File: src/rtl/occ_pkg.sv
// Package for the oscillator control unlock and failover block
package occ_pkg;
   // ----------------------------------------------------------------
   // Register access
   // ----------------------------------------------------------------
   localparam logic [11:0] OCC_CTRL_ADDR   = 12'hF86;
   localparam logic [7:0]  OCC_UNLOCK1     = 8'hE7;
   localparam logic [7:0]  OCC_UNLOCK2     = 8'h18;
   // ----------------------------------------------------------------
   // Control register fields
   // ----------------------------------------------------------------
   localparam int          OCC_IPO_BIT     = 7;
   localparam int          OCC_PRIMARY_FAIL_DETECT_EN_BIT   = 4;
   localparam int          OCC_WDT_OSC_FAIL_DETECT_EN_BIT   = 3;
   localparam int          OCC_SEL_LSB     = 0;
   localparam logic [2:0]  OCC_SEL_IPO     = 3'h0;
   localparam logic [2:0]  OCC_SEL_WDT     = 3'h3;
   localparam logic [7:0]  OCC_CTRL_RESET  = 8'h80;
   // ----------------------------------------------------------------
   // Failure detection timing
   // ----------------------------------------------------------------
   localparam int          OCC_CLK_HZ      = 40000000;
   localparam int          OCC_FAIL_HZ     = 1000;
   localparam int          OCC_FAIL_CYCLES = OCC_CLK_HZ / OCC_FAIL_HZ;

   typedef enum logic [1:0] {
      OCC_LOCKED  = 2'b00,
      OCC_FIRST   = 2'b01,
      OCC_UNLOCKD = 2'b10
   } occ_lock_t;

   typedef struct packed {
      logic [11:0] addr;
      logic [7:0]  wdata;
      logic        wr;
      logic        rd;
   } occ_bus_t;

   typedef struct packed {
      logic       ipo_en;
      logic       primary_fail_detect_en;
      logic       wdt_osc_fail_detect_en;
      logic [2:0] clock_source_select;
   } occ_ctrl_t;
endpackage

File: src/rtl/occ_lock.sv
// Unlock sequence tracker for the oscillator control register
`timescale 1ns/1ps
module occ_lock (
   // Clock and reset
   input  wire logic              i_clock,
   input  wire logic              i_rst_n,
   // Bus
   input  wire occ_pkg::occ_bus_t i_bus,
   // Result
   output logic                   o_commit
);
   occ_pkg::occ_lock_t state_reg;
   occ_pkg::occ_lock_t state_next;
   logic               hit;

   assign hit = i_bus.wr && (i_bus.addr == occ_pkg::OCC_CTRL_ADDR);
   assign o_commit = hit && (state_reg == occ_pkg::OCC_UNLOCKD);

   always_comb begin
      state_next = state_reg;
      if (hit) begin
         case (state_reg)
            occ_pkg::OCC_LOCKED: begin
               if (i_bus.wdata == occ_pkg::OCC_UNLOCK1) begin
                  state_next = occ_pkg::OCC_FIRST;
               end
            end
            occ_pkg::OCC_FIRST: begin
               if (i_bus.wdata == occ_pkg::OCC_UNLOCK2) begin
                  state_next = occ_pkg::OCC_UNLOCKD;
               end else begin
                  state_next = occ_pkg::OCC_LOCKED;
               end
            end
            default: begin
               state_next = occ_pkg::OCC_LOCKED;
            end
         endcase
      end
   end

   always_ff @(posedge i_clock or negedge i_rst_n) begin
      if (!i_rst_n) begin
         state_reg <= occ_pkg::OCC_LOCKED;
      end else begin
         state_reg <= state_next;
      end
   end

   a_commit_locks: assert property (
         @(posedge i_clock) disable iff (!i_rst_n)
         o_commit |=> state_reg == occ_pkg::OCC_LOCKED)
      else $error("lock not restored after commit");
   a_unlock_order: assert property (
         @(posedge i_clock) disable iff (!i_rst_n)
         o_commit |-> $past(state_reg) != occ_pkg::OCC_LOCKED)
      else $error("commit without unlock");
endmodule

File: src/rtl/occ_fail_det.sv
// Primary clock failure detector
`timescale 1ns/1ps
module occ_fail_det (
   // Clock and reset
   input  wire logic i_clock,
   input  wire logic i_rst_n,
   // Monitor
   input  wire logic i_enable,
   input  wire logic i_ref_tick,
   // Result
   output logic      o_fail
);
   localparam logic [15:0] LIMIT = 16'(occ_pkg::OCC_FAIL_CYCLES);
   logic [15:0] cnt_reg;
   logic [15:0] cnt_next;
   logic        fail_reg;
   logic        fail_next;

   assign o_fail = fail_reg;

   // Counts reference ticks sampled on the system clock, cleared only
   // while disabled or after a failure: the reference tick comes from the
   // watchdog oscillator, so more than LIMIT ticks flags a failure
   always_comb begin
      cnt_next  = cnt_reg;
      fail_next = 1'b0;
      if (!i_enable) begin
         cnt_next = 16'h0000;
      end else if (i_ref_tick) begin
         if (cnt_reg >= LIMIT) begin
            fail_next = 1'b1;
            cnt_next  = 16'h0000;
         end else begin
            cnt_next = cnt_reg + 16'h0001;
         end
      end
   end

   always_ff @(posedge i_clock or negedge i_rst_n) begin
      if (!i_rst_n) begin
         cnt_reg  <= 16'h0000;
         fail_reg <= 1'b0;
      end else begin
         cnt_reg  <= cnt_next;
         fail_reg <= fail_next;
      end
   end

   a_fail_gated: assert property (
         @(posedge i_clock) disable iff (!i_rst_n)
         o_fail |-> $past(i_enable))
      else $error("failure flagged while disabled");
endmodule

File: src/rtl/occ_top.sv
// Oscillator control with write lock and clock failover
// Operation
// - Two writes of E7H then 18H to the control address unlock it.
// - The next control write updates the register and relocks.
// - Any other write sequence leaves the register unchanged.
// - Other addresses between unlock writes do not break progress.
// - Other registers work normally during an unlock sequence.
// - Fail detection may be re-enabled any time after a select write.
// - Precision oscillator enable resets set and only software clears it.
// - A detected primary failure raises a non-maskable-like event.
// - A detected primary failure switches the clock to the watchdog oscillator.
// - No switchover if watchdog osc is off or already the source.
// - The detector asserts when the clock drops below 1 kHz.
`timescale 1ns/1ps
module occ_top (
   // Clock and reset
   input  wire logic              i_clock,
   input  wire logic              i_rst_n,
   // Register bus
   input  wire occ_pkg::occ_bus_t i_bus,
   output logic [7:0]             o_rdata,
   // Oscillator status
   input  wire logic              i_wdt_osc_on,
   input  wire logic              i_ref_tick,
   input  wire logic              i_wdt_osc_fail,
   // Clock control
   output occ_pkg::occ_ctrl_t     o_ctrl,
   output logic [2:0]             o_sys_clk_sel,
   output logic                   o_fail_nmi,
   output logic                   o_failover
);
   // ----------------------------------------------------------------
   // State
   // ----------------------------------------------------------------
   logic [7:0]  ctrl_reg;
   logic [7:0]  ctrl_next;
   logic        failover_reg;
   logic        failover_next;
   logic        nmi_reg;
   logic        nmi_next;
   logic        commit;
   logic        pri_fail;
   logic        ctrl_rd;
   logic [2:0]  sel_field;
   localparam int SEL_MSB = occ_pkg::OCC_SEL_LSB
                          + $bits(occ_pkg::OCC_SEL_WDT) - 1;

   // ----------------------------------------------------------------
   // Submodules
   // ----------------------------------------------------------------
   occ_lock u_lock (
      .i_clock  (i_clock),
      .i_rst_n  (i_rst_n),
      .i_bus    (i_bus),
      .o_commit (commit)
   );

   occ_fail_det u_det (
      .i_clock    (i_clock),
      .i_rst_n    (i_rst_n),
      .i_enable   (ctrl_reg[occ_pkg::OCC_PRIMARY_FAIL_DETECT_EN_BIT]),
      .i_ref_tick (i_ref_tick),
      .o_fail     (pri_fail)
   );

   // ----------------------------------------------------------------
   // Next state
   // ----------------------------------------------------------------
   always_comb begin
      ctrl_next     = ctrl_reg;
      failover_next = failover_reg;
      nmi_next      = 1'b0;
      if (commit) begin
         ctrl_next     = i_bus.wdata;
         failover_next = 1'b0;
      end
      if (pri_fail) begin
         nmi_next = 1'b1;
         if (i_wdt_osc_on && (sel_field != occ_pkg::OCC_SEL_WDT)) begin
            failover_next = 1'b1;
         end
      end
      if (i_wdt_osc_fail && ctrl_reg[occ_pkg::OCC_WDT_OSC_FAIL_DETECT_EN_BIT]) begin
         nmi_next = 1'b1;
      end
   end

   always_ff @(posedge i_clock or negedge i_rst_n) begin
      if (!i_rst_n) begin
         ctrl_reg     <= occ_pkg::OCC_CTRL_RESET;
         failover_reg <= 1'b0;
         nmi_reg      <= 1'b0;
      end else begin
         ctrl_reg     <= ctrl_next;
         failover_reg <= failover_next;
         nmi_reg      <= nmi_next;
      end
   end

   // ----------------------------------------------------------------
   // Outputs
   // ----------------------------------------------------------------
   assign ctrl_rd = i_bus.rd && (i_bus.addr == occ_pkg::OCC_CTRL_ADDR);
   assign o_rdata = ctrl_rd ? ctrl_reg : 8'h00;
   assign o_ctrl.ipo_en = ctrl_reg[occ_pkg::OCC_IPO_BIT];
   assign o_ctrl.primary_fail_detect_en = ctrl_reg[occ_pkg::OCC_PRIMARY_FAIL_DETECT_EN_BIT];
   assign o_ctrl.wdt_osc_fail_detect_en = ctrl_reg[occ_pkg::OCC_WDT_OSC_FAIL_DETECT_EN_BIT];
   assign sel_field = ctrl_reg[SEL_MSB:occ_pkg::OCC_SEL_LSB];
   assign o_ctrl.clock_source_select = sel_field;
   assign o_sys_clk_sel = failover_reg ? occ_pkg::OCC_SEL_WDT
                                       : sel_field;
   assign o_fail_nmi = nmi_reg;
   assign o_failover = failover_reg;

   // ----------------------------------------------------------------
   // Checks
   // ----------------------------------------------------------------
   // Last two values written to the control address, kept apart from
   // the tracker so that a commit can be held against the raw bus
   logic [7:0]  hist1_reg;
   logic [7:0]  hist1_next;
   logic [7:0]  hist2_reg;
   logic [7:0]  hist2_next;
   logic        ctrl_wr;

   assign ctrl_wr = i_bus.wr && (i_bus.addr == occ_pkg::OCC_CTRL_ADDR);

   always_comb begin
      hist1_next = hist1_reg;
      hist2_next = hist2_reg;
      if (ctrl_wr) begin
         hist1_next = i_bus.wdata;
         hist2_next = hist1_reg;
      end
   end

   always_ff @(posedge i_clock or negedge i_rst_n) begin
      if (!i_rst_n) begin
         hist1_reg <= '0;
         hist2_reg <= '0;
      end else begin
         hist1_reg <= hist1_next;
         hist2_reg <= hist2_next;
      end
   end

   // ----------------------------------------------------------------
   // Unlock and update checks
   // ----------------------------------------------------------------
   a_commit_pair: assert property (
         @(posedge i_clock) disable iff (!i_rst_n)
         commit |-> hist2_reg == occ_pkg::OCC_UNLOCK1
                    && hist1_reg == occ_pkg::OCC_UNLOCK2)
      else $error("commit without unlock pair");

   a_ctrl_locked: assert property (
         @(posedge i_clock) disable iff (!i_rst_n)
         !commit |=> ctrl_reg == $past(ctrl_reg))
      else $error("control changed without unlock");

   a_ctrl_update: assert property (
         @(posedge i_clock) disable iff (!i_rst_n)
         commit |=> ctrl_reg == $past(i_bus.wdata))
      else $error("control not updated");

   a_other_addr: assert property (
         @(posedge i_clock) disable iff (!i_rst_n)
         i_bus.wr && i_bus.addr != occ_pkg::OCC_CTRL_ADDR
         |=> ctrl_reg == $past(ctrl_reg))
      else $error("other address changed control");

   a_rdata_other: assert property (
         @(posedge i_clock) disable iff (!i_rst_n)
         !ctrl_rd |-> o_rdata == 8'h00)
      else $error("read data driven for other address");

   a_rdata_ctrl: assert property (
         @(posedge i_clock) disable iff (!i_rst_n)
         ctrl_rd |-> o_rdata[SEL_MSB:occ_pkg::OCC_SEL_LSB]
                     == o_ctrl.clock_source_select
                  && o_rdata[occ_pkg::OCC_IPO_BIT] == o_ctrl.ipo_en)
      else $error("read data differs from control");

   // ----------------------------------------------------------------
   // Enable checks
   // ----------------------------------------------------------------
   a_primary_fail_detect_en_take: assert property (
         @(posedge i_clock) disable iff (!i_rst_n)
         commit |=> o_ctrl.primary_fail_detect_en
                    == $past(i_bus.wdata[occ_pkg::OCC_PRIMARY_FAIL_DETECT_EN_BIT]))
      else $error("primary detect enable not taken");

   a_wdt_osc_fail_detect_en_take: assert property (
         @(posedge i_clock) disable iff (!i_rst_n)
         commit |=> o_ctrl.wdt_osc_fail_detect_en
                    == $past(i_bus.wdata[occ_pkg::OCC_WDT_OSC_FAIL_DETECT_EN_BIT]))
      else $error("watchdog detect enable not taken");

   a_commit_clear: assert property (
         @(posedge i_clock) disable iff (!i_rst_n)
         commit && !pri_fail |=> !o_failover)
      else $error("switchover kept after control write");

   a_ipo_write: assert property (
         @(posedge i_clock) disable iff (!i_rst_n)
         commit |=> o_ctrl.ipo_en
                    == $past(i_bus.wdata[occ_pkg::OCC_IPO_BIT]))
      else $error("precision osc enable not taken");

   a_ipo_kept: assert property (
         @(posedge i_clock) disable iff (!i_rst_n)
         $fell(o_ctrl.ipo_en) |-> $past(commit))
      else $error("precision osc cleared by hardware");

   // ----------------------------------------------------------------
   // Failure event checks
   // ----------------------------------------------------------------
   a_nmi_raise: assert property (
         @(posedge i_clock) disable iff (!i_rst_n)
         pri_fail |=> o_fail_nmi)
      else $error("failure event missing");

   a_wdt_nmi: assert property (
         @(posedge i_clock) disable iff (!i_rst_n)
         i_wdt_osc_fail && o_ctrl.wdt_osc_fail_detect_en |=> o_fail_nmi)
      else $error("watchdog failure event missing");

   a_nmi_cause: assert property (
         @(posedge i_clock) disable iff (!i_rst_n)
         !pri_fail
         && !(i_wdt_osc_fail && o_ctrl.wdt_osc_fail_detect_en)
         |=> !o_fail_nmi)
      else $error("failure event without cause");

   a_det_off: assert property (
         @(posedge i_clock) disable iff (!i_rst_n)
         !o_ctrl.primary_fail_detect_en |=> !pri_fail)
      else $error("detector fired while disabled");

   // ----------------------------------------------------------------
   // Switchover checks
   // ----------------------------------------------------------------
   a_failover_sw: assert property (
         @(posedge i_clock) disable iff (!i_rst_n)
         pri_fail && !commit && i_wdt_osc_on
         && sel_field != occ_pkg::OCC_SEL_WDT |=> o_failover
         && o_sys_clk_sel == occ_pkg::OCC_SEL_WDT)
      else $error("no switchover on failure");

   a_sel_forced: assert property (
         @(posedge i_clock) disable iff (!i_rst_n)
         o_failover |-> o_sys_clk_sel == occ_pkg::OCC_SEL_WDT)
      else $error("switchover without watchdog select");

   a_sel_follows: assert property (
         @(posedge i_clock) disable iff (!i_rst_n)
         !o_failover |-> o_sys_clk_sel == o_ctrl.clock_source_select)
      else $error("clock select differs from control");

   a_fo_hold: assert property (
         @(posedge i_clock) disable iff (!i_rst_n)
         o_failover && !commit |=> o_failover)
      else $error("switchover dropped without write");

   a_fo_exit: assert property (
         @(posedge i_clock) disable iff (!i_rst_n)
         $fell(o_failover) |-> $past(commit))
      else $error("switchover cleared by hardware");

   a_no_failover: assert property (
         @(posedge i_clock) disable iff (!i_rst_n)
         $rose(o_failover) |-> $past(i_wdt_osc_on))
      else $error("switchover with watchdog osc off");

   a_wdt_src_hold: assert property (
         @(posedge i_clock) disable iff (!i_rst_n)
         pri_fail && !commit && sel_field == occ_pkg::OCC_SEL_WDT
         |=> o_failover == $past(o_failover))
      else $error("switchover with watchdog as source");

   a_osc_off_hold: assert property (
         @(posedge i_clock) disable iff (!i_rst_n)
         pri_fail && !commit && !i_wdt_osc_on
         |=> o_failover == $past(o_failover))
      else $error("switchover while watchdog osc off");
endmodule

File: config.mk
export PLATFORM = sky130hd
export DESIGN_NAME = occ_top
export DESIGN_NICKNAME = d
export VERILOG_FILES = /design/src/rtl/occ_pkg.sv /design/src/rtl/occ_lock.sv /design/src/rtl/occ_fail_det.sv /design/src/rtl/occ_top.sv
export SDC_FILE = /design/constraint.sdc
export NUM_CORES = 1
export LEC_CHECK = 0
export ABC_AREA = 1
export BUFFER_PORTS_ARGS = -buffer_cell sky130_fd_sc_hd__buf_2
export CAP_MARGIN = 20
export CELL_PAD_IN_SITES_DETAIL_PLACEMENT = 1
export CELL_PAD_IN_SITES_GLOBAL_PLACEMENT = 2
export CORE_MARGIN = 1
export CORE_UTILIZATION = 30
export CTS_BUF_LIST = sky130_fd_sc_hd__clkbuf_8
export CTS_CLUSTER_DIAMETER = 60
export DETAILED_ROUTE_END_ITERATION = 12
export PLACE_DENSITY_LB_ADDON = 0.12
export SYNTH_ARGS = -nofsm -noshare
export SYNTH_HDL_FRONTEND = slang
export SYNTH_SLANG_ARGS = --single-unit
export TNS_END_PERCENT = 100
File: constraint.sdc
create_clock -name i_clock -period 1.5 [get_ports i_clock]
set_clock_uncertainty 0.15 [all_clocks]
set_input_delay 0.075 -clock i_clock [delete_from_list [all_inputs] [get_ports i_clock]]
set_output_delay 0.075 -clock i_clock [all_outputs]
set_load 0.02 [all_outputs]
# Yosys cells after proc, flatten, opt, wreduce, memory -nomap -nowiden
# Index checks and enable logic that the tools add are counted.
[word_totals]
register_bits = 29
inputBits = 27
output_inout_bits = 19
wordCells = 39
[classes]
addsub = 1
n_lt_le_gt_ge = 1
n_eq_ne = 8
n_mux = 16
n_reduce_logical = 7
[op_table]
columns = ["operator", "count"]
rows = [
  ["$mux 16", 3],
  ["$add 16x1->16 const B", 1],
  ["$ge 16x16->1 const B", 1],
  ["$eq 12x12->1 const B", 1],
  ["$eq 8x5->1 const B", 1],
  ["$eq 8x8->1 const B", 1],
  ["$mux 1", 8],
  ["$mux 8", 1],
  ["$logic_and 1x1->1", 5],
  ["$mux 2", 2],
  ["$pmux 2 s2", 1],
  ["$mux 3", 1],
  ["$ne 3x2->1 const B", 1],
  ["$eq 2x1->1 const B", 1],
  ["$eq 2x2->1 const B", 1],
  ["$logic_not 2->1", 1],
  ["$ne 2x1->1 const B", 1],
  ["$ne 2x2->1 const B", 1],
  ["$reduce_and 2->1", 1],
]

# Logic depth before layout (Yosys ltp)
# Gate-level depths: netlist of run 1.
[depth]
ltp_word = 6
ltp_mapped = 10
ltp_nobuf = 10

# Cells and area by module
# A second synthesis of run 1 with hierarchy kept.
[hier_totals]
cells_unflattened = 273
area_unflattened_um2 = 1984.4
[by_module_without_submodules]
columns = ["module", "instances", "cells_per_inst", "area_each_um2", "seq_area_each_um2"]
rows = [
  ["occ_fail_det", 1, 150, 1151.1, 425.4],
  ["occ_top", 1, 75, 541.8, 251.5],
  ["occ_lock", 1, 48, 291.5, 50.0],
]

# Worst setup path before layout of run 1
# Ideal clock, no wire load.
[synth_timing]
path_kind = "register to register"
startpoint = "register u_det.cnt_reg[0]"
endpoint = "register u_det.cnt_reg[12]"
setup_time_ns = 0.117
t_arrival_ns = 1.141
required_time_ns = 1.233
path_slack_ns = 0.093
stages_incl_launch_ff = 11
n_path_buf = 0
synth_period_minus_slack_ns = 1.407
cell_sequence = "dfrtp_1 > ha_1 > nand2_1 > nor2_4 > nand2_4 > inv_2 > nand2_1 > nand2_1 > nand2_1 > nand2_1 > nand2_1"
[synth_via]
elab_chain_len = 4
word_cells_on_any_way = 5
classes_between = "add/sub: 1; order compare: 1; mux: 3"
[synth_lines]
columns = ["element", "line_no", "text"]
rows = [
  ["from (decl)", "occ_fail_det.sv:14", "logic [15:0] cnt_reg;"],
  ["from (signal assigned)", "occ_fail_det.sv:44", "cnt_reg <= cnt_next;"],
  ["$add 16x1->16 / $ge 16x16->1 (equally long branches)", "occ_fail_det.sv:34, occ_fail_det.sv:30", ""],
  ["$mux 16 *", "occ_fail_det.sv:30", "if (cnt_reg >= LIMIT) begin"],
  ["$mux 16 *", "occ_fail_det.sv:29", "end else if (i_ref_tick) begin"],
  ["$mux 16 *", "occ_fail_det.sv:27", "if (!i_enable) begin"],
]
# Mark *: on every way between the ends. The rest lies on a longest branch, timed or not. The select of a mux whose other input is x is not followed.
# A chain may end at the register's enable or synchronous reset.

# Worst setup path in the final report of run 1
[layout_timing]
startpoint = "register u_det.cnt_reg[1]"
endpoint = "register u_det.cnt_reg[11]"
# Same word-level chain as after synthesis.

==> flow_summary_export.csv, run 1 <==
group,metric,value,unit
power,power_density,651,nW/um^2
place,place.gp.congestion,0.762,
clock_network,cts-buffers-inserted,5,
drt,vias_per_cell,4.52,
sta,post-route-min-period,1440,ps
logic_synthesis,postSynthAreaPerCell,6.86,sq um
logic_synthesis,yosys.cell_types.count,28,
logic_synthesis,synth_cells,273,
global_route,grt_antenna_before_repair,0,
cells_and_area,syn_to_final_growth,36.9,%
drt,firstDrtPassIters,4,
floorplanning,initial_utilization,31.4,%
logic_synthesis,synth_edf_count,0,
sta,report.final.setup_viol,0,
place,placement.setup.worst_slack,38.5,ps
sta,worst_slack,57.1,ps
clock_network,clock_latency,280,ps
floorplanning,pin_count,46,
worst_setup_path,critPathLaunchType,"flip-flop",
drt,drc,0,
cells_and_area,filler_cell_count,771,
power,post-layout-total-power,1.67,mW
logic_synthesis,mappedNetlistNets,302,
global_route,grt_overflow_total,0,
logic_synthesis,synth_async_sr_flop_share,100,%
floorplanning,die-height,81.0,um
sta,timing.fmax,693,MHz
sta,measured_slew_at_the_worst_slew_check_pin,397,ps
logic_synthesis,synth-main-ff-cell,"dfrtp_1",
cells_and_area,final_layout_size_suffix_gt1_share,30.1,%
cells_and_area,largest_reg_flops,16,
cells_and_area,nNetsFinal,377,
global_route,number_of_global_route_vias_before_repair,1994,
clock_network,clockBufferDepth,2,
logic_synthesis,ys_seq_elements,29,
floorplanning,die-width,81.0,um
drt,drt-wirelength-per-cell,12.5,um
worst_setup_path,worst_ep_arrival_time,1460,ps
clock_network,clock_tree_from_tritoncts,"yes",
clock_network,h-tree-depth,2,
worst_setup_path,criticalPathCategory,"reg2reg",
global_route,grt_first_pass_wirelength,8.90,mm
clock_network,clk_pin_slew_worst_paths,60,ps
drt,num_vias,1917,
place,place.detailed.hpwl,3.93,mm
floorplanning,die-area,6560,sq um
power,leakage,1.36,nW
worst_hold_path,worstHoldPathType,"in2reg",
sta,whs,3.07,ps
cells_and_area,antenna_cells_inserted,0,
sta,finalHoldViolCount,0,
floorplanning,core_region_area,5960,sq um
logic_synthesis,synth.cell_area,1870,sq um
power,vdd.ir_drop.worst,0.000387,V
drt,drt_iter0_markers,19,
worst_setup_path,data_required_time_at_the_worst_endpoint,1520,ps
worst_setup_path,critical_path.max_fanout,6,
outcome,run_status,"completed",
worst_setup_path,timing.reg2reg.setup_slack,60,ps
drt,route.antenna.remaining_nets,0,
drt,route.final.wire_length,5.31,mm
logic_synthesis,synth_warnings,0,
logic_synthesis,ys_seq_area_share,38.8,%
floorplanning,floorplan.rows,28,
clock_network,tritoncts_num_sinks,29,
sta,unrepaired_setup_endpoints_after_global_routing,"true",
global_route,grt_start_max_net_pins,30,
run,max-cap-violations,0,
place,port_buffers,45,
sta,min_period_over_period,96.2,%
global_route,grt_use_total,17.8,%
sta,timing_max_transition_violations_final,0,
sta,relSlewSlack,73.5,%
clock_network,root_buffer,"clkbuf_8",
worst_setup_path,timing.critical_path.to_type,"flip-flop",
## synthesized netlist by cell type, types with 3 or more instances
cell,instances,share of area (%)
nor2_1,33,6.6
nand2_2,4,1.3
inv_2,4,0.80
a21o_1,3,1.2
nand2_1,101,20
dfrtp_1,28,37
a21oi_1,10,2.7
buf_4,6,2.4
nand3_1,18,4.8
o21ai_0,3,0.80
inv_1,29,5.8
nand4_1,6,2.0
nor2_2,4,1.3
nor2_4,5,3.0
o21ai_1,3,0.80
## worst paths after layout
kind                                     end        startpoint  depth (start not counted)
max                        u_det.cnt_reg[11]  u_det.cnt_reg[1]                         10
min                             u_det.o_fail        i_ref_tick                          3
max reg2reg                u_det.cnt_reg[11]  u_det.cnt_reg[1]                         10
min reg2reg                      ctrl_reg[7]       ctrl_reg[7]                          2
max in group asynchronous        ctrl_reg[7]           i_rst_n                          3
min in group asynchronous   u_det.cnt_reg[3]           i_rst_n                          3
## where the power goes
part           internal (mW)  total, mW  leakage [nW]  switching [mW]
clock                  0.486      0.792        0.0593           0.307
sequential             0.782      0.782         0.400      0.00000159
combinational         0.0500     0.0941         0.897          0.0440
## area by class of cell
type	count	area (sq um)	area share, %
clock buffer	5	68.8	2.69
clock inverter	3	38.8	1.51
inverter	34	128	4.98
multi-input combinational	201	1000	39.0
sequential	29	728	28.4
tap	75	93.8	3.66
timing repair buffer	77	505	19.7
## cell families after synthesis
kind of cell    share of synthesized area, %
compound gates                          9.09
fa+ha+maj                               1.34
flops                                   38.8
buf+inv                                 10.4
simple gates                            40.4
## stage by stage
stage | TNS [ps] | util (%) | std cells | area [sq um]
global placement | 0 | 37.8 | 399 | 2250
floorplan | 0 | - | 273 | 1870
CTS | 0 | 41.4 | 418 | 2470
finish | 0 | 43.0 | 424 | 2560
detailed placement | 0 | 37.8 | 399 | 2250
global route | -161 | 43.0 | 424 | 2560
## critical path: stages, from the launching register on
cell and delay [ps]:
dfrtp_1 390, buf_4 140, nand2_1 70, nor2_4 170
nand2_4 100, clkinv_1 70, nand2_1 50, nand2_1 50
nand2_1 40, nand2_1 50, nand2_1 40
## per-layer routing
layer	GRT usage (%)	up-vias	wire length, um
met5	0	-	0
met4	5.36	0	42
met3	3.60	5	121
met2	34.1	23	2850
met1	19.5	898	2300
li1	-	991	-
## cell usage in the layout (no fill, tap or decap), types with 8 or more instances in the layout
cell,Yosys,routed
dfrtp_1,28,27
inv_1,29,30
buf_2,2,45
nand3_1,18,18
nor2_1,33,29
a21oi_1,10,10
nor2_2,4,8
nand2_1,101,98
buf_4,6,20
dlygate4sd3_1,0,11
## timing repair
action,4_1_cts,5_1_grt
hold buffers,11,0
setup buffers,0,6
gates resized for setup,0,15
hold endpoints to repair,39,0
endpoints found under the setup margin,0,16
(Power assumes the default switching activity.)
==> run 2: changes to the inputs <==
--- a/config.mk
+++ b/config.mk
@@ -11,8 +11,8 @@
 export CELL_PAD_IN_SITES_DETAIL_PLACEMENT = 1
 export CELL_PAD_IN_SITES_GLOBAL_PLACEMENT = 2
 export CORE_MARGIN = 1
-export CORE_UTILIZATION = 30
-export CTS_BUF_LIST = sky130_fd_sc_hd__clkbuf_8
+export CORE_UTILIZATION = 28
+export CTS_BUF_LIST = sky130_fd_sc_hd__clkbuf_16
 export CTS_CLUSTER_DIAMETER = 60
 export DETAILED_ROUTE_END_ITERATION = 12
 export PLACE_DENSITY_LB_ADDON = 0.12
==> run 2 against run 1 <==
  * Non-clock buffer count is 5 higher
  * Wire length is 3.4% higher
  * Combinational power hardly changed
  * Setup slack worse by 26 ps
  * Largest cell class unchanged
  * Maximum frequency is 1.8% lower
  * Final cell count is 1.7% higher
  * Via count is 3.3% higher
  * Global-route usage is 0.79 points lower
==> flow_summary_export.csv, run 2 (synthesis results as in run 1) <==
group,metric,value,unit
outcome,run_status,"completed",
clock_network,cts-buffers-inserted,5,
cells_and_area,nNetsFinal,382,
cells_and_area,largest_reg_flops,16,
drt,num_vias,1980,
sta,measured_slew_at_the_worst_slew_check_pin,402,ps
worst_setup_path,timing.critical_path.to_type,"flip-flop",
floorplanning,die-area,7020,sq um
sta,timing_max_transition_violations_final,0,
drt,route.final.wire_length,5.49,mm
drt,drt_iter0_markers,31,
floorplanning,core_region_area,6390,sq um
worst_setup_path,criticalPathCategory,"reg2reg",
cells_and_area,finalNonFillerCells,431,
place,place.detailed.hpwl,4.04,mm
cells_and_area,filler_cell_count,832,
run,max-cap-violations,0,
sta,whs,6.19,ps
cells_and_area,postLayoutCellArea,2680,sq um
cells_and_area,final_core_utilization,41.9,%
sta,post-route-min-period,1470,ps
drt,vias_per_cell,4.59,
cells_and_area,antenna_cells_inserted,0,
cells_and_area,final_layout_size_suffix_gt1_share,31.6,%
place,place.gp.congestion,0.704,
clock_network,clock_tree_from_tritoncts,"yes",
floorplanning,pin_count,46,
global_route,grt_start_max_net_pins,30,
worst_setup_path,data_required_time_at_the_worst_endpoint,1520,ps
floorplanning,initial_utilization,29.3,%
global_route,grt_first_pass_wirelength,9.56,mm
global_route,grt_antenna_before_repair,0,
place,port_buffers,45,
sta,unrepaired_setup_endpoints_after_global_routing,"true",
clock_network,tritoncts_num_sinks,29,
clock_network,h-tree-depth,2,
cells_and_area,syn_to_final_growth,43.1,%
worst_hold_path,worstHoldPathType,"in2reg",
drt,firstDrtPassIters,4,
drt,drt-wirelength-per-cell,12.7,um
global_route,grt_overflow_total,0,
power,leakage,1.42,nW
global_route,grt_use_total,17.0,%
clock_network,clock_latency,270,ps
drt,route.antenna.remaining_nets,0,
cells_and_area,final_cell_mix,"97 x nand2_1, 45 x buf_2, 32 x inv_1",
global_route,number_of_global_route_vias_before_repair,2048,
floorplanning,die-width,83.8,um
worst_setup_path,critPathLaunchType,"flip-flop",
sta,worst_slack,30.7,ps
power,vdd.ir_drop.worst,0.000456,V
sta,timing.fmax,681,MHz
cells_and_area,layout_commonest_cell,"nand2_1",
drt,drc,0,
power,power_density,678,nW/um^2
floorplanning,floorplan.rows,29,
sta,report.final.setup_viol,0,
sta,min_period_over_period,98.0,%
clock_network,root_buffer,"clkbuf_16",
clock_network,clockBufferDepth,2,
worst_setup_path,worst_ep_arrival_time,1490,ps
sta,finalHoldViolCount,0,
worst_setup_path,critical_path.max_fanout,4,
floorplanning,die-height,83.8,um
clock_network,clk_pin_slew_worst_paths,50,ps
sta,relSlewSlack,73.2,%
place,detailed_place.area,2260,sq um
place,dp.cells,402,
place,placement.setup.worst_slack,-16.5,ps
==> run 2: cell types whose count changed in the layout (fill, tap and decap cells not counted), sizes merged <==
cell    change
bufinv      -1
buf         +5
clkinv      -2
inv         +3
==> run 2: report_power, final <==
part | switching, mW | internal [mW] | total (mW)
Clock | 0.344 | 0.595 | 0.939
Sequential | 0.00000169 | 0.784 | 0.784
Combinational | 0.0438 | 0.0500 | 0.0938
Total | 0.388 | 1.43 | 1.82
==> run 2: final timing paths <==
kind | from | end | slack, ps | depth (start not counted)
setup / recovery | u_det.cnt_reg[1] | u_det.cnt_reg[12] | 30 | 10
hold / removal | i_ref_tick | u_det.o_fail | 6 | 3
hold reg to reg | ctrl_reg[7] | ctrl_reg[7] | 320 | 2
min in group asynchronous | i_rst_n | u_det.cnt_reg[12] | 190 | 3
setup reg to reg | u_det.cnt_reg[1] | u_det.cnt_reg[12] | 30 | 10
max in group asynchronous | i_rst_n | ctrl_reg[7] | 670 | 3
==> run 2: final cells by class <==
type	count	area (sq um)	share of cell area (%)
clock inverter	3	11.3	0.420
multi-input combinational	201	1040	38.7
clock buffer	5	125	4.67
inverter	34	128	4.76
timing repair buffer	82	554	20.7
sequential	29	728	27.2
tap	77	96.3	3.60
==> run 2: layer usage <==
metal | GRT usage, % | share of wire, %
met4 | 4.62 | 0.97
met3 | 2.87 | 2.3
met2 | 30.5 | 52
met1 | 21.1 | 44
met5 | 0 | 0
==> run 2: worst max-delay path: stages, from the launching register on <==
cell and delay, ps:
dfrtp_1 410, ha_4 180, nand2_4 50, nor2_4 160
nand2_4 80, inv_2 60, nand2_1 40, nand2_1 70
nand2_1 50, nand2_1 60, nand2_1 40
==> run 2: repair_timing <==
item	4_1_cts	5_1_grt
setup endpoints to repair	3	17
resized for setup	2	25
hold endpoints to repair	41	0
setup buffers	0	10
pin swaps	0	14
hold buffers	11	0
==> run 2: metrics by stage <==
stage               power, mW  setup TNS [ps]
finish                   1.82               0
global route             1.89            -187
CTS                      1.85               0
detailed placement      0.871           -39.9
global placement        0.871           -7.19
floorplan               0.811               0
==> run 3: changes to the inputs <==
--- a/config.mk
+++ b/config.mk
@@ -6,15 +6,15 @@
 export NUM_CORES = 1
 export LEC_CHECK = 0
 export ABC_AREA = 1
-export BUFFER_PORTS_ARGS = -buffer_cell sky130_fd_sc_hd__buf_2
 export CAP_MARGIN = 20
 export CELL_PAD_IN_SITES_DETAIL_PLACEMENT = 1
 export CELL_PAD_IN_SITES_GLOBAL_PLACEMENT = 2
 export CORE_MARGIN = 1
-export CORE_UTILIZATION = 28
+export CORE_UTILIZATION = 34
 export CTS_BUF_LIST = sky130_fd_sc_hd__clkbuf_16
 export CTS_CLUSTER_DIAMETER = 60
 export DETAILED_ROUTE_END_ITERATION = 12
+export DONT_BUFFER_PORTS = 1
 export PLACE_DENSITY_LB_ADDON = 0.12
 export SYNTH_ARGS = -nofsm -noshare
 export SYNTH_HDL_FRONTEND = slang
==> run 3 against run 2 <==
  * The flow now finishes with violations (hold timing)
  * Combinational power fell by 27%
  * Non-clock buffer count fell by 42
  * Count of clock-buffer cells in the layout did not move
  * Final cell count fell by 11%
  * Critical path type unchanged
  * Maximum frequency rose by 1.5%
  * Die area fell by 17%
  * Wire length fell by 8.3%
==> flow_summary_export.csv, run 3 (synthesis results as in run 1) <==
group,metric,value,unit
outcome,run_status,"finished with violations",
outcome,violated_checks,"hold timing",
sta,measured_slew_at_the_worst_slew_check_pin,385,ps
floorplanning,initial_utilization,36.0,%
clock_network,h-tree-depth,2,
worst_hold_path,worstHoldStart,"i_bus[5]",
drt,drc,0,
global_route,grt_overflow_total,0,
worst_setup_path,critical_path.max_fanout,4,
power,leakage,1.19,nW
sta,finalHoldViolCount,1,
sta,timing.fmax,691,MHz
drt,route.antenna.remaining_nets,0,
power,seq_power_share,43.8,%
floorplanning,die-width,76.2,um
clock_network,tritoncts_num_sinks,29,
sta,relSlewSlack,74.2,%
global_route,grt_use_total,18.9,%
cells_and_area,largest_reg_flops,16,
sta,timing_max_transition_violations_final,0,
drt,num_vias,1812,
worst_setup_path,criticalPathCategory,"reg2reg",
cells_and_area,syn_to_final_growth,29.9,%
worst_setup_path,critPathLaunchType,"flip-flop",
worst_setup_path,critical_path.max_stage_delay,390,ps
floorplanning,die-area,5810,sq um
global_route,grt_antenna_before_repair,0,
global_route,number_of_global_route_vias_before_repair,1959,
floorplanning,floorplan.rows,26,
clock_network,clockBufferDepth,2,
sta,fin_tns_setup,0,ps
place,detailed_place.area,2070,sq um
sta,report.final.setup_viol,0,
worst_setup_path,timing.critical_path.to_type,"flip-flop",
clock_network,cts-buffers-inserted,5,
power,internal-power,1.42,mW
cells_and_area,final_layout_size_suffix_gt1_share,20.8,%
worst_setup_path,reg2reg_depth,10,
worst_setup_path,worst_ep_arrival_time,1460,ps
drt,drt_iter0_markers,28,
drt,route.final.wire_length,5.03,mm
clock_network,clock_tree_from_tritoncts,"yes",
sta,unrepaired_setup_endpoints_after_global_routing,"true",
drt,drt-wirelength-per-cell,13.2,um
power,power_switching,0.370,mW
worst_setup_path,data_required_time_at_the_worst_endpoint,1510,ps
cells_and_area,multi_input_logic_area,1000,sq um
clock_network,clock_latency,270,ps
worst_setup_path,worstReg2RegStart,"u_det.cnt_reg[1]",
sta,min_period_over_period,96.5,%
cells_and_area,nNetsFinal,340,
global_route,grt_start_max_net_pins,30,
sta,whs,-1.40,ps
floorplanning,die-height,76.2,um
worst_setup_path,timing.reg2reg.setup_slack,50,ps
worst_setup_path,cp_common_cell,"nand2_1",
drt,vias_per_cell,4.74,
power,power_frac_comb,3.8,%
power,p_sw_share,20.7,%
cells_and_area,antenna_cells_inserted,0,
clock_network,root_buffer,"clkbuf_16",
drt,firstDrtPassIters,4,
global_route,grt_first_pass_wirelength,8.73,mm
power,clkPwrFrac,52.3,%
power,vdd.ir_drop.worst,0.000551,V
power,power_density,736,nW/um^2
sta,post-route-min-period,1450,ps
floorplanning,pin_count,46,
worst_hold_path,min_delay_worst_endpoint,"u_lock.state_reg[1]",
cells_and_area,final_cell_mix,"99 x nand2_1, 30 x inv_1, 29 x nor2_1",
worst_setup_path,worst_reg2reg_endpoint,"u_det.cnt_reg[12]",
place,place.detailed.hpwl,3.78,mm
run,max-cap-violations,0,
worst_setup_path,ordered_cell_list_for_the_critical_path,"ha_4 -> nand2_2 -> nor2_4 -> nand2_4 -> inv_2 -> nand2_1 -> nand2_1 -> nand2_1 -> nand2_1 -> nand2_1",
worst_hold_path,worstHoldPathType,"in2reg",
cells_and_area,layout_commonest_cell,"nand2_1",
floorplanning,core_region_area,5200,sq um
cells_and_area,seqCellArea,727,sq um
place,place.gp.congestion,0.724,
cells_and_area,postLayoutCellArea,2430,sq um
cells_and_area,filler_cell_count,652,
clock_network,clk_pin_slew_worst_paths,50,ps
place,port_buffers,0,
worst_setup_path,slowest_stage,"dfrtp_1",
worst_hold_path,hold_path_depth,6,
[run 3: cell types whose count changed in the layout (fill, tap and decap cells not counted), sizes merged]
cell         delta
dlygate4sd3     +2
clkinv          +3
buf            -44
inv             -3
[run 3: layer usage]
| metal | up-vias | wire (um) | global-route usage, % |
|---|---|---|---|
| met1 | 871 | 2050 | 19.8 |
| met4 | 0 | 38 | 4.62 |
| met3 | 5 | 151 | 3.71 |
| met2 | 21 | 2800 | 37.9 |
| li1 | 915 | - | - |
| met5 | - | 0 | 0 |
[run 3: power by group through the flow]
stage,logic (mW),clock network [mW],registers (mW)
after floorplan,0.0143,0,0.797
after global placement,0.0157,0,0.797
after detailed placement,0.0164,0,0.797
after CTS,0.0701,0.968,0.783
after global routing,0.0775,0.992,0.783
final,0.0686,0.936,0.784
[run 3: layout make-up]
cell class | count | area share (%)
Sequential cell | 29 | 29.9
Tap cell | 70 | 3.60
Timing Repair Buffer | 40 | 14.4
Inverter | 34 | 5.25
Clock buffer | 5 | 5.15
Clock inverter | 3 | 0.566
Multi-Input combinational cell | 201 | 41.2
[run 3: per-stage QoR]
stage	hold slack [ps]	power, mW	cells	setup slack [ps]	utilization [%]
after floorplan	-371	0.811	273	92.8	-
after global placement	-370	0.812	358	62.7	39.8
after detailed placement	-370	0.813	358	28.4	39.8
after CTS	2.11	1.82	380	21.5	45.4
after global routing	51.3	1.85	382	-31.8	46.7
final	-1.40	1.79	382	52.5	46.7
[run 3: how the worst max path moves through the flow]
stage                                 from                end  slack (ps)  cells past startpoint
final                     u_det.cnt_reg[1]  u_det.cnt_reg[12]          50                     10
after CTS                 u_det.cnt_reg[9]   u_det.cnt_reg[3]          20                      7
after floorplan           u_det.cnt_reg[0]  u_det.cnt_reg[12]          90                     10
after global routing      u_det.cnt_reg[1]  u_det.cnt_reg[12]         -30                     10
after global placement    u_det.cnt_reg[9]  u_det.cnt_reg[11]          60                      8
after detailed placement  u_det.cnt_reg[0]  u_det.cnt_reg[14]          30                      8
[run 3: worst max-delay path: cells and delay by family, from the launching register on]
family	cells	cell delay, ps
fa+ha+maj	1	170
flops	1	390
simple gates	8	560
buf+inv	1	60
[run 3: repair_timing]
item | CTS | global route
setup endpoints to repair | 0 | 14
setup buffers | 0 | 2
gates resized for setup | 0 | 14
endpoints found under the hold margin | 45 | 0
hold buffers | 14 | 0
